File: src/design/asdc_pkg.sv
package asdc_pkg;

   // Clock and loop timing
   localparam int unsigned CLK_FREQ_KHZ = 100000;
   localparam int unsigned LOOP_PERIOD_MS = 50;
   localparam int unsigned LOOP_PERIOD_CYCLES = LOOP_PERIOD_MS * CLK_FREQ_KHZ;
   localparam int unsigned ACK_WINDOW_US = 2000;
   localparam int unsigned ACK_WINDOW_CYCLES = (ACK_WINDOW_US * CLK_FREQ_KHZ) / 1000;
   localparam logic [31:0] MIN_SLEEP_CYCLES = 32'h0000_0001;

   // Converter setup values
   localparam logic [7:0] PIN_ENABLE_MASK = 8'h07;
   localparam logic [7:0] CONVERTER_CONFIG = 8'h60;
   localparam logic [1:0] CLOCK_SOURCE_BUS = 2'h0;
   localparam int unsigned CLOCK_SOURCE_POS = 0;
   localparam int unsigned PRESCALE_POS = 5;
   localparam int unsigned RESULT_BITS = 8;

   // Channel per axis
   localparam logic [4:0] CHANNEL_X = 5'h01;
   localparam logic [4:0] CHANNEL_Y = 5'h02;
   localparam logic [4:0] CHANNEL_Z = 5'h00;
   localparam logic [1:0] AXIS_X = 2'h0;
   localparam logic [1:0] AXIS_Y = 2'h1;
   localparam logic [1:0] AXIS_Z = 2'h2;
   localparam int unsigned AXIS_COUNT = 3;

   // Oversampling and inversion
   localparam int unsigned EXP_W = 3;
   localparam logic [2:0] OVERSAMPLE_EXP_RESET = 3'h0;
   localparam int unsigned SUM_W = 15;
   localparam logic [2:0] INVERT_MASK = 3'h3;

   // Acknowledge every eighth loop
   localparam logic [2:0] RX_LOOP_SLOT = 3'h0;

   typedef struct packed {
      logic [7:0] x;
      logic [7:0] y;
      logic [7:0] z;
   } asdc_frame_type;

   typedef struct packed {
      logic [4:0] channel;
      logic start;
   } asdc_conv_cmd_type;

   typedef enum logic [8:0] {
      ST_START = 9'h001,
      ST_CONV = 9'h002,
      ST_WAIT = 9'h004,
      ST_SCALE = 9'h008,
      ST_SEND = 9'h010,
      ST_TXWAIT = 9'h020,
      ST_RX = 9'h040,
      ST_DOZE = 9'h080,
      ST_SLEEP = 9'h100
   } asdc_state_type;

endpackage

File: src/design/accel_sample_duty_cycler.sv
// Function
// - Wake, sample, send, maybe ack, sleep
// - Loop repeats every 50 ms
// - X channel 1, Y 2, Z 0
// - Enable analog pins 0 to 2 only
// - Conversions at 8-bit resolution
// - High speed, bus clock, prescale 8
// - X then Y then Z each pass
// - Two to exponent samples per channel
// - Exponent resets to zero
// - Shift back, invert X and Y
// - Send raw uncalibrated values
// - Transmit only after data acquired
// - Receive window every eighth loop only
// - Acknowledge tracks link status
// - Load sleep time and enter stop in the same cycle
module accel_sample_duty_cycler
#(
   parameter int unsigned LOOP_CYCLES = asdc_pkg::LOOP_PERIOD_CYCLES,
   parameter int unsigned ACK_CYCLES = asdc_pkg::ACK_WINDOW_CYCLES
)
(
   // Clock and reset
   input wire logic clk,
   input wire logic sys_rst,
   // Configuration
   input wire logic [asdc_pkg::EXP_W-1:0] oversample_exponent,
   input wire logic oversample_load,
   // Converter
   output logic [7:0] analog_pin_enable_mask,
   output logic [7:0] converter_config,
   output asdc_pkg::asdc_conv_cmd_type conversion_channel_select,
   input wire logic conversion_complete_flag,
   input wire logic [7:0] conversion_result,
   // Frame sender
   output logic frame_valid,
   output asdc_pkg::asdc_frame_type frame,
   input wire logic frame_done,
   output logic rx_enable,
   input wire logic ack_received,
   output logic link_ok,
   // Transceiver doze timer
   output logic [31:0] doze_compare,
   output logic doze_load,
   output logic stop_mode,
   input wire logic wake_irq
);
   import asdc_pkg::*;

   asdc_state_type state;
   asdc_state_type next_state;
   logic [EXP_W-1:0] exponent;
   logic [EXP_W-1:0] next_exponent;
   logic [7:0] pass;
   logic [7:0] next_pass;
   logic [1:0] axis;
   logic [1:0] next_axis;
   logic [2:0] loop_cnt;
   logic [2:0] next_loop_cnt;
   logic [31:0] elapsed;
   logic [31:0] next_elapsed;
   logic [31:0] rx_timer;
   logic [31:0] next_rx_timer;
   asdc_conv_cmd_type next_cmd;
   logic next_frame_valid;
   asdc_frame_type next_frame;
   logic next_rx_enable;
   logic next_link_ok;
   logic [31:0] next_doze_compare;
   logic next_doze_load;
   logic next_stop_mode;

   // Pin synchronisers
   logic conversion_complete_flag_meta;
   logic conversion_complete_flag_sync;
   logic conversion_complete_flag_prev;
   logic [7:0] result_meta;
   logic [7:0] result_sync;
   logic wake_meta;
   logic wake_sync;
   logic conversion_complete_flag_rise;

   // Accumulator control
   logic acc_clear;
   logic acc_add;
   logic acc_latch;
   asdc_frame_type acc_result;
   logic [7:0] last_pass;

   always_ff @(posedge clk or posedge sys_rst)
   begin
      if (sys_rst)
      begin
         conversion_complete_flag_meta <= 1'b0;
         conversion_complete_flag_sync <= 1'b0;
         conversion_complete_flag_prev <= 1'b0;
         result_meta <= 8'h00;
         result_sync <= 8'h00;
         wake_meta <= 1'b0;
         wake_sync <= 1'b0;
      end
      else
      begin
         conversion_complete_flag_meta <= conversion_complete_flag;
         conversion_complete_flag_sync <= conversion_complete_flag_meta;
         conversion_complete_flag_prev <= conversion_complete_flag_sync;
         result_meta <= conversion_result;
         result_sync <= result_meta;
         wake_meta <= wake_irq;
         wake_sync <= wake_meta;
      end
   end

   // Edge, not level: a stale flag from the last conversion must not count
   assign conversion_complete_flag_rise = conversion_complete_flag_sync & ~conversion_complete_flag_prev;

   assign last_pass = (8'h01 << exponent) - 8'h01;

   assign acc_clear = (state == ST_START);
   assign acc_add = (state == ST_WAIT) && conversion_complete_flag_rise;
   assign acc_latch = (state == ST_SCALE);

   asdc_accum u_accum
   (
      .clk(clk),
      .sys_rst(sys_rst),
      .clear(acc_clear),
      .add_en(acc_add),
      .axis(axis),
      .sample(result_sync),
      .exponent(exponent),
      .latch(acc_latch),
      .result(acc_result)
   );

   always_comb
   begin
      next_state = state;
      next_exponent = exponent;
      next_pass = pass;
      next_axis = axis;
      next_loop_cnt = loop_cnt;
      next_elapsed = (elapsed == 32'hffff_ffff) ? elapsed : elapsed + 32'h0000_0001;
      next_rx_timer = rx_timer;
      next_cmd.channel = conversion_channel_select.channel;
      next_cmd.start = 1'b0;
      next_frame_valid = 1'b0;
      next_frame = frame;
      next_rx_enable = rx_enable;
      next_link_ok = link_ok;
      next_doze_compare = doze_compare;
      next_doze_load = 1'b0;
      next_stop_mode = stop_mode;
      // Taken only between loops so one loop never mixes two exponents
      if (oversample_load && (state == ST_SLEEP || state == ST_START))
      begin
         next_exponent = oversample_exponent;
      end
      unique case (state)
         ST_START:
         begin
            next_pass = 8'h00;
            next_axis = AXIS_X;
            next_state = ST_CONV;
         end
         ST_CONV:
         begin
            next_cmd.start = 1'b1;
            unique case (axis)
               AXIS_X: next_cmd.channel = CHANNEL_X;
               AXIS_Y: next_cmd.channel = CHANNEL_Y;
               default: next_cmd.channel = CHANNEL_Z;
            endcase
            next_state = ST_WAIT;
         end
         ST_WAIT:
         begin
            if (conversion_complete_flag_rise)
            begin
               if (axis == AXIS_Z)
               begin
                  next_axis = AXIS_X;
                  if (pass == last_pass)
                  begin
                     next_state = ST_SCALE;
                  end
                  else
                  begin
                     next_pass = pass + 8'h01;
                     next_state = ST_CONV;
                  end
               end
               else
               begin
                  next_axis = axis + 2'h1;
                  next_state = ST_CONV;
               end
            end
         end
         ST_SCALE:
         begin
            next_state = ST_SEND;
         end
         ST_SEND:
         begin
            next_frame = acc_result;
            next_frame_valid = 1'b1;
            next_state = ST_TXWAIT;
         end
         ST_TXWAIT:
         begin
            if (frame_done)
            begin
               next_loop_cnt = loop_cnt + 3'h1;
               if (loop_cnt == RX_LOOP_SLOT)
               begin
                  next_rx_enable = 1'b1;
                  next_rx_timer = 32'h0000_0000;
                  next_state = ST_RX;
               end
               else
               begin
                  next_state = ST_DOZE;
               end
            end
         end
         ST_RX:
         begin
            next_rx_timer = rx_timer + 32'h0000_0001;
            if (ack_received)
            begin
               next_link_ok = 1'b1;
               next_rx_enable = 1'b0;
               next_state = ST_DOZE;
            end
            else if (rx_timer == 32'(ACK_CYCLES) - 32'h0000_0001)
            begin
               next_link_ok = 1'b0;
               next_rx_enable = 1'b0;
               next_state = ST_DOZE;
            end
         end
         ST_DOZE:
         begin
            if (elapsed + MIN_SLEEP_CYCLES < 32'(LOOP_CYCLES))
            begin
               next_doze_compare = 32'(LOOP_CYCLES) - elapsed;
            end
            else
            begin
               next_doze_compare = MIN_SLEEP_CYCLES;
            end
            next_doze_load = 1'b1;
            next_stop_mode = 1'b1;
            next_state = ST_SLEEP;
         end
         ST_SLEEP:
         begin
            if (wake_sync)
            begin
               next_stop_mode = 1'b0;
               next_elapsed = 32'h0000_0000;
               next_state = ST_START;
            end
         end
      endcase
   end

   always_ff @(posedge clk or posedge sys_rst)
   begin
      if (sys_rst)
      begin
         state <= ST_START;
         exponent <= OVERSAMPLE_EXP_RESET;
         pass <= 8'h00;
         axis <= AXIS_X;
         loop_cnt <= 3'h0;
         elapsed <= 32'h0000_0000;
         rx_timer <= 32'h0000_0000;
         conversion_channel_select <= '0;
         frame_valid <= 1'b0;
         frame <= '0;
         rx_enable <= 1'b0;
         link_ok <= 1'b0;
         doze_compare <= 32'h0000_0000;
         doze_load <= 1'b0;
         stop_mode <= 1'b0;
      end
      else
      begin
         state <= next_state;
         exponent <= next_exponent;
         pass <= next_pass;
         axis <= next_axis;
         loop_cnt <= next_loop_cnt;
         elapsed <= next_elapsed;
         rx_timer <= next_rx_timer;
         conversion_channel_select <= next_cmd;
         frame_valid <= next_frame_valid;
         frame <= next_frame;
         rx_enable <= next_rx_enable;
         link_ok <= next_link_ok;
         doze_compare <= next_doze_compare;
         doze_load <= next_doze_load;
         stop_mode <= next_stop_mode;
      end
   end

   // Fixed converter setup, loaded on the first clock after reset
   always_ff @(posedge clk or posedge sys_rst)
   begin
      if (sys_rst)
      begin
         analog_pin_enable_mask <= 8'h00;
         converter_config <= 8'h00;
      end
      else
      begin
         analog_pin_enable_mask <= PIN_ENABLE_MASK;
         converter_config <= CONVERTER_CONFIG;
      end
   end

endmodule

File: src/design/asdc_accum.sv
module asdc_accum
(
   // Clock and reset
   input wire logic clk,
   input wire logic sys_rst,
   // Control
   input wire logic clear,
   input wire logic add_en,
   input wire logic [1:0] axis,
   input wire logic [7:0] sample,
   input wire logic [asdc_pkg::EXP_W-1:0] exponent,
   input wire logic latch,
   // Result
   output asdc_pkg::asdc_frame_type result
);
   import asdc_pkg::*;

   logic [SUM_W-1:0] sum [AXIS_COUNT];
   logic [SUM_W-1:0] next_sum [AXIS_COUNT];
   logic [7:0] value [AXIS_COUNT];
   logic [7:0] next_value [AXIS_COUNT];

   genvar g;
   generate
      for (g = 0; g < AXIS_COUNT; g++)
      begin : gen_axis
         logic [SUM_W-1:0] shifted;
         always_comb
         begin
            shifted = sum[g] >> exponent;
            next_sum[g] = sum[g];
            next_value[g] = value[g];
            if (clear)
            begin
               next_sum[g] = '0;
            end
            else if (add_en && axis == 2'(g))
            begin
               next_sum[g] = sum[g] + {{(SUM_W-8){1'b0}}, sample};
            end
            if (latch)
            begin
               next_value[g] = INVERT_MASK[g] ? ~shifted[7:0] : shifted[7:0];
            end
         end
         always_ff @(posedge clk or posedge sys_rst)
         begin
            if (sys_rst)
            begin
               sum[g] <= '0;
               value[g] <= 8'h00;
            end
            else
            begin
               sum[g] <= next_sum[g];
               value[g] <= next_value[g];
            end
         end
      end
   endgenerate

   assign result.x = value[0];
   assign result.y = value[1];
   assign result.z = value[2];

endmodule

File: config.mk
export PLATFORM = sky130hd
export DESIGN_NAME = accel_sample_duty_cycler
export DESIGN_NICKNAME = d
export VERILOG_FILES = /design/src/design/asdc_pkg.sv /design/src/design/accel_sample_duty_cycler.sv /design/src/design/asdc_accum.sv
export SDC_FILE = /design/constraint.sdc
export NUM_CORES = 1
export LEC_CHECK = 0
export ABC_AREA = 1
export BUFFER_PORTS_ARGS = -buffer_cell sky130_fd_sc_hd__buf_2
export CORE_UTILIZATION = 45
export DETAILED_ROUTE_END_ITERATION = 10
export GPL_TIMING_DRIVEN = 0
export HOLD_SLACK_MARGIN = 0.12
export PLACE_DENSITY_LB_ADDON = 0.3
export SLEW_MARGIN = 20
export SYNTH_ARGS = -nofsm -noshare
export SYNTH_HDL_FRONTEND = slang
export SYNTH_SLANG_ARGS = --single-unit
File: constraint.sdc
create_clock -name clk -period 8.8 [get_ports clk]
set_clock_uncertainty 0.15 [all_clocks]
set_input_delay 1.32 -clock clk [delete_from_list [all_inputs] [get_ports clk]]
set_output_delay 1.32 -clock clk [all_outputs]
set_load 0.05 [all_outputs]
After elaboration in Yosys (flattened, before gate mapping)
Index checks and enable logic that the tools add are counted.
{ "totals": {"inputBits": 18, "out_inout_bits": 83, "reg_bits": 245} }
{ "classes": {"reduce_logical": 23, "addsub": 10, "eq_ne": 21, "n_shift": 4, "mux": 41, "order_cmp": 1, "n_bitwise": 4} }
{ "ops": {"columns": ["operator", "count"], "rows": [
  ["$mux 32", 6],
  ["$mux 15", 6],
  ["$pmux 9 s9", 1],
  ["$add 32x1->32 const B", 2],
  ["$pmux 32 s2", 1],
  ["$mux 9", 6],
  ["$add 15x8->15", 3],
  ["$shr 15x3->8", 3],
  ["$eq 32x18->1 const B", 1],
  ["$eq 32x32->1 const B", 1],
  ["$lt 32x23->1 const B", 1],
  ["$mux 8", 4],
  ["$sub 23x32->32 const A", 1],
  ["$not 8->8", 2],
  ["$pmux 8 s2", 1],
  ["$reduce_bool 2->1", 7],
  ["$reduce_and 4->1", 3],
  ["$ne 2x2->1 const B", 5],
  ["$eq 9x1->1 const B", 1],
  ["$eq 9x2->1 const B", 1],
  ["$eq 9x3->1 const B", 1],
  ["$eq 9x4->1 const B", 1],
  ["$eq 9x5->1 const B", 1],
  ["$eq 9x6->1 const B", 1],
  ["other kinds (26)", 44]
]} }

Depth between registers and ports, before layout
{ "depth": {"word_depth": 7, "mapped_depth": 16, "depth_no_buf": 15} }

Cells and area by module
Synthesis repeated with hierarchy kept, for this count alone.
{ "hier_totals": {"cells_unflattened": 2162, "hier_area_um2": 15544.9} }
{ "by_module_without_submodules": {"columns": ["module", "seq_area_each_um2", "cells_per_inst", "instances", "area_per_inst_um2"], "rows": [
  ["accel_sample_duty_cycler", 4380.5, 1354, 1, 10261.1],
  ["asdc_accum", 1726.7, 808, 1, 5283.8]
]} }

Worst setup path before layout
Ideal clock, no wire load.
{ "synth_timing": {"path_type": "input to register", "startpoint": "input frame_done", "endpoint": "register rx_timer[8]", "slack_ns": 6.300, "path_stages": 8, "required_ns": 8.519, "path_buffers": 1, "arrival_time_ns": 2.219, "cell_sequence": "inv_1 -> nand2_1 -> nand3_1 -> nor2_1 -> inv_1 -> buf_2 -> o21ai_0 -> a21oi_1"} }
{ "synth_between": {"elab_chain_len": 2} }
{ "synth_rtl": {"columns": ["item", "line", "rtl"], "rows": [
  ["from (decl)", "accel_sample_duty_cycler.sv:38", "input wire logic frame_done,"],
  ["$ne 2x2->1 (no source line)", null, null],
  ["$reduce_and 3->1 (no source line)", null, null],
  ["to (signal assigned)", "accel_sample_duty_cycler.sv:297", "rx_timer <= next_rx_timer;"],
  ["to (decl)", "accel_sample_duty_cycler.sv:62", "logic [31:0] rx_timer;"]
]} }
No other way between the ends.
A chain may end at the register's enable or synchronous reset.

Worst setup path in the final report
{ "layout_timing": {"startpoint": "register exponent[0]", "endpoint": "register pass[2]"} }
{ "layout_between": {"elab_chain_len": 5} }
{ "layout_rtl": {"columns": ["item", "line", "rtl"], "rows": [
  ["from (decl)", "accel_sample_duty_cycler.sv:52", "logic [EXP_W-1:0] exponent;"],
  ["from (signal assigned)", "accel_sample_duty_cycler.sv:292", "exponent <= next_exponent;"],
  ["$shl 1x3->8", "accel_sample_duty_cycler.sv:117", "assign last_pass = (8'h01 << exponent) - 8'h01;"],
  ["$sub 8x1->8", "accel_sample_duty_cycler.sv:117", null],
  ["$eq 8x8->1", "accel_sample_duty_cycler.sv:183", "if (pass == last_pass)"],
  ["$ne 2x2->1 (no source line)", null, null],
  ["$reduce_and 4->1 (no source line)", null, null],
  ["to (signal assigned)", "accel_sample_duty_cycler.sv:293", "pass <= next_pass;"],
  ["to (decl)", "accel_sample_duty_cycler.sv:54", "logic [7:0] pass;"]
]} }
No other way between the ends.

==> flow_metrics.env <==
export IMPL_post_synth_instance_area_um2=14570
export IMPL_p_per_area_nw_per_um2=203.8
export IMPL_regToRegSetupSlack_ns=5.71
export IMPL_cts_tree="yes"
export IMPL_period_share_pct=35.17
export IMPL_wl_mm=41.38
export IMPL_slew_headroom_pct=43.16
export IMPL_first_iter_violations=1205
export IMPL_place_ws_ns=5.584
export IMPL_hold_buffers=0
export IMPL_antenna_found_initial=0
export IMPL_grt_pass1_wl_mm=67.05
export IMPL_rsz0062_at_grt="false"
export IMPL_async_reset_ff_share_pct=100.0
export IMPL_n_antenna_cell=0
export IMPL_placed_area_um2=15610
export IMPL_post_cts_buffers=0
export IMPL_holdWs_ns=0.1977
export IMPL_seq_area_frac_synth_pct=41.92
export IMPL_drc=0
export IMPL_critical_path_top_delay_family="buffers and inverters"
export IMPL_crit_path_cell_trace="clkbuf_1 -> buf_1 -> nand2_1 -> ha_1 -> inv_1 -> nor2_1 -> nor3_1 -> xnor2_1 -> and3_1 -> nand2_1 -> nand3_1 -> buf_2 -> nand2_1 -> nand2_1"
export IMPL_clk_latency_ns=0.56
export IMPL_final_layout_size_suffix_gt1_share_pct=10.95
export IMPL_port_buffers=86
export IMPL_overflow=0
export IMPL_synth_ff_type="dfrtp_1"
export IMPL_rows=65
export IMPL_fin_cells=2512
export IMPL_ant_nets=0
export IMPL_ys_warn_count=0
export IMPL_slew_viol_final=0
export IMPL_period_needed_ns=3.095
export IMPL_die_h_um=181.9
export IMPL_cpMostUsedCell="nand2_1"
export IMPL_fmax_ghz=0.3231
export IMPL_arrival_ns=3.42
export IMPL_path_buf_inv=4
export IMPL_dp_cells=2462
export IMPL_clk_pin_slew_worst_paths_ns=0.06
export IMPL_ctsLongestPathBuffers=3
export IMPL_worstMarginPinSlew_ns=0.8495
export IMPL_cts_htree_levels=1
export IMPL_synth_edf_count=0
export IMPL_final_common_cell="nand2_1"
export IMPL_syn_area_per_cell_um2=7.436
export IMPL_drv_cap=0
export IMPL_ios=101
export IMPL_cp_end_kind="register"
export IMPL_layout_nets=2142
export IMPL_fin_area_um2=16580
export IMPL_grt_pass1_vias=12640
export IMPL_yosys_area_top_type_share_pct=41.74
export IMPL_root_buffer="clkbuf_16"
export IMPL_synth_area_top_cells="dfrtp_1, nand2_1, inv_1, o21ai_0, nor2_1"
export IMPL_clock_sinks=244
export IMPL_vias_per_cell=5.365
export IMPL_wl_met1_mm=19.67
export IMPL_wl_per_cell_um=16.47
export IMPL_initial_core_util_pct=45.93
export IMPL_gp_congestion=0.9237
export IMPL_dieArea_um2=33100
export IMPL_path_class="reg -> reg"
export IMPL_syn_inst=1959
export IMPL_p_leak_nw=8.403
export IMPL_finalHoldViolations=0
export IMPL_grt_usage_pct=25.22
export IMPL_place_hpwl_mm=31.36
export IMPL_cp_start_kind="register"
export IMPL_cp_required_ns=9.13
export IMPL_grt_max_degree=97
export IMPL_status="finished, final reports clean"
export IMPL_detailedRoute_firstPassIterationCount=6
export IMPL_top_layer_used="met4"
export IMPL_cp_slowest_cell="buf_1"
export IMPL_final_cell_mix="nand2_1, dfrtp_1, inv_1"
export IMPL_chipWidth_um=181.9
export IMPL_dr_wl_met3_mm=2.833
export IMPL_worstHoldPathType="reg -> reg"
export IMPL_synth_top_area_cell="dfrtp_1"
export IMPL_core_area_um2=31720
export IMPL_setup_viol=0
export IMPL_slowest_delay_ns=0.44
export IMPL_numCtsBuffers=28
export IMPL_synth_distinct_cells=52
export IMPL_synth_seq_cells=244
export IMPL_path_max_fanout=10
export IMPL_vias=13480
export IMPL_irDropWorstVdd_uv=150.7
export IMPL_cts_resized=0
export IMPL_fin_ws_ns=5.705
export IMPL_area_delta_synth_final_pct=13.79
export IMPL_wl_met2_mm=18.11
[state kept, by name, summed over array words and instances, names as in the netlist, 2 cells and up]
register,count
pass,8
frame,24
u_accum.sum,45
result_meta,8
state,9
exponent,3
u_accum.result,24
loop_cnt,3
elapsed,32
conversion_channel_select,3
doze_compare,32
result_sync,8
axis,2
rx_timer,32
[cell usage after synthesis, types with 2 or more instances]
master	instances
o211ai_1	8
a31oi_1	8
a32o_1	4
fa_1	3
a21oi_1	91
buf_1	2
dfrtp_1	243
a22oi_1	9
o21ai_1	3
nor3_2	5
a221oi_1	4
o21bai_1	5
o22ai_1	28
nand3b_1	13
nor2_4	11
conb_1	2
or2_2	4
inv_2	6
nor2_1	181
nand2_2	10
nand4_1	33
nor2_2	10
o21ai_0	163
clkinv_1	3
and3_1	2
buf_2	11
nor4_1	14
mux2i_1	8
buf_6	4
nand3_1	102
clkbuf_1	28
buf_4	23
o31ai_1	2
nand3_2	11
nor3_1	37
ha_1	31
nand2_1	529
xnor2_1	7
o221ai_1	6
o21a_1	5
xor2_1	44
inv_1	236
[area by class of cell]
cell class	count	area (um^2)
repair buffers	88	485.5
well taps	402	503.0
clock inverters	8	151.4
clock buffers	42	813.3
inverters	245	927.1
plain buffers	69	400.4
multi-input cells	1414	7189
flip-flops and latches	244	6107
fillers	3084	15140
[power by group]
group | leakage [nW] | internal (W) | switching (W) | total (W)
Clock | 0.473 | 0.000751 | 0.000475 | 0.00123
Sequential | 3.17 | 0.00123 | 0.000102 | 0.00133
Combinational | 4.76 | 0.000254 | 0.000565 | 0.000819
[logic make-up after synthesis]
kind of cell | Yosys count | synth area share (%)
buf+inv | 314 | 9.061
compound gates | 340 | 12.98
flops | 244 | 41.92
mux | 8 | 0.5497
xor+xnor | 51 | 3.066
other cells | 2 | 0.05155
fa+ha+maj | 34 | 3.075
simple gates | 966 | 29.30
[per-layer routing]
layer | GRT usage (%) | up-vias
li1 | - | 6654
met1 | 37.10 | 6319
met2 | 39.15 | 438
met3 | 3.650 | 66
met4 | 5.647 | 0
met5 | 0 | -
[through the flow]
stage / utilization (%) / TNS (ns) / total power, W
2_1_floorplan: - / 0 / 0.001935
5_1_grt: 52.26 / 0 / 0.003568
4_1_cts: 52.26 / 0 / 0.003395
3_5_place_dp: 49.22 / 0 / 0.002157
3_3_place_gp: 49.03 / -529.45 / 0.002129
6_report: 52.26 / 0 / 0.003379
[final timing paths]
check	start	end	cells after the start
setup / recovery	exponent[0]$_DFFE_PP0P_	pass[2]$_DFFE_PP0P_	14
hold / removal	result_meta[3]$_DFF_PP0_	result_sync[3]$_DFF_PP0_	0
setup reg to reg	exponent[0]$_DFFE_PP0P_	pass[2]$_DFFE_PP0P_	14
hold reg to reg	result_meta[3]$_DFF_PP0_	result_sync[3]$_DFF_PP0_	0
max in group asynchronous	sys_rst	doze_compare[25]$_DFFE_PP0P_	4
min in group asynchronous	sys_rst	frame[9]$_DFFE_PP0P_	2
Power figures use the tool's default switching activity.
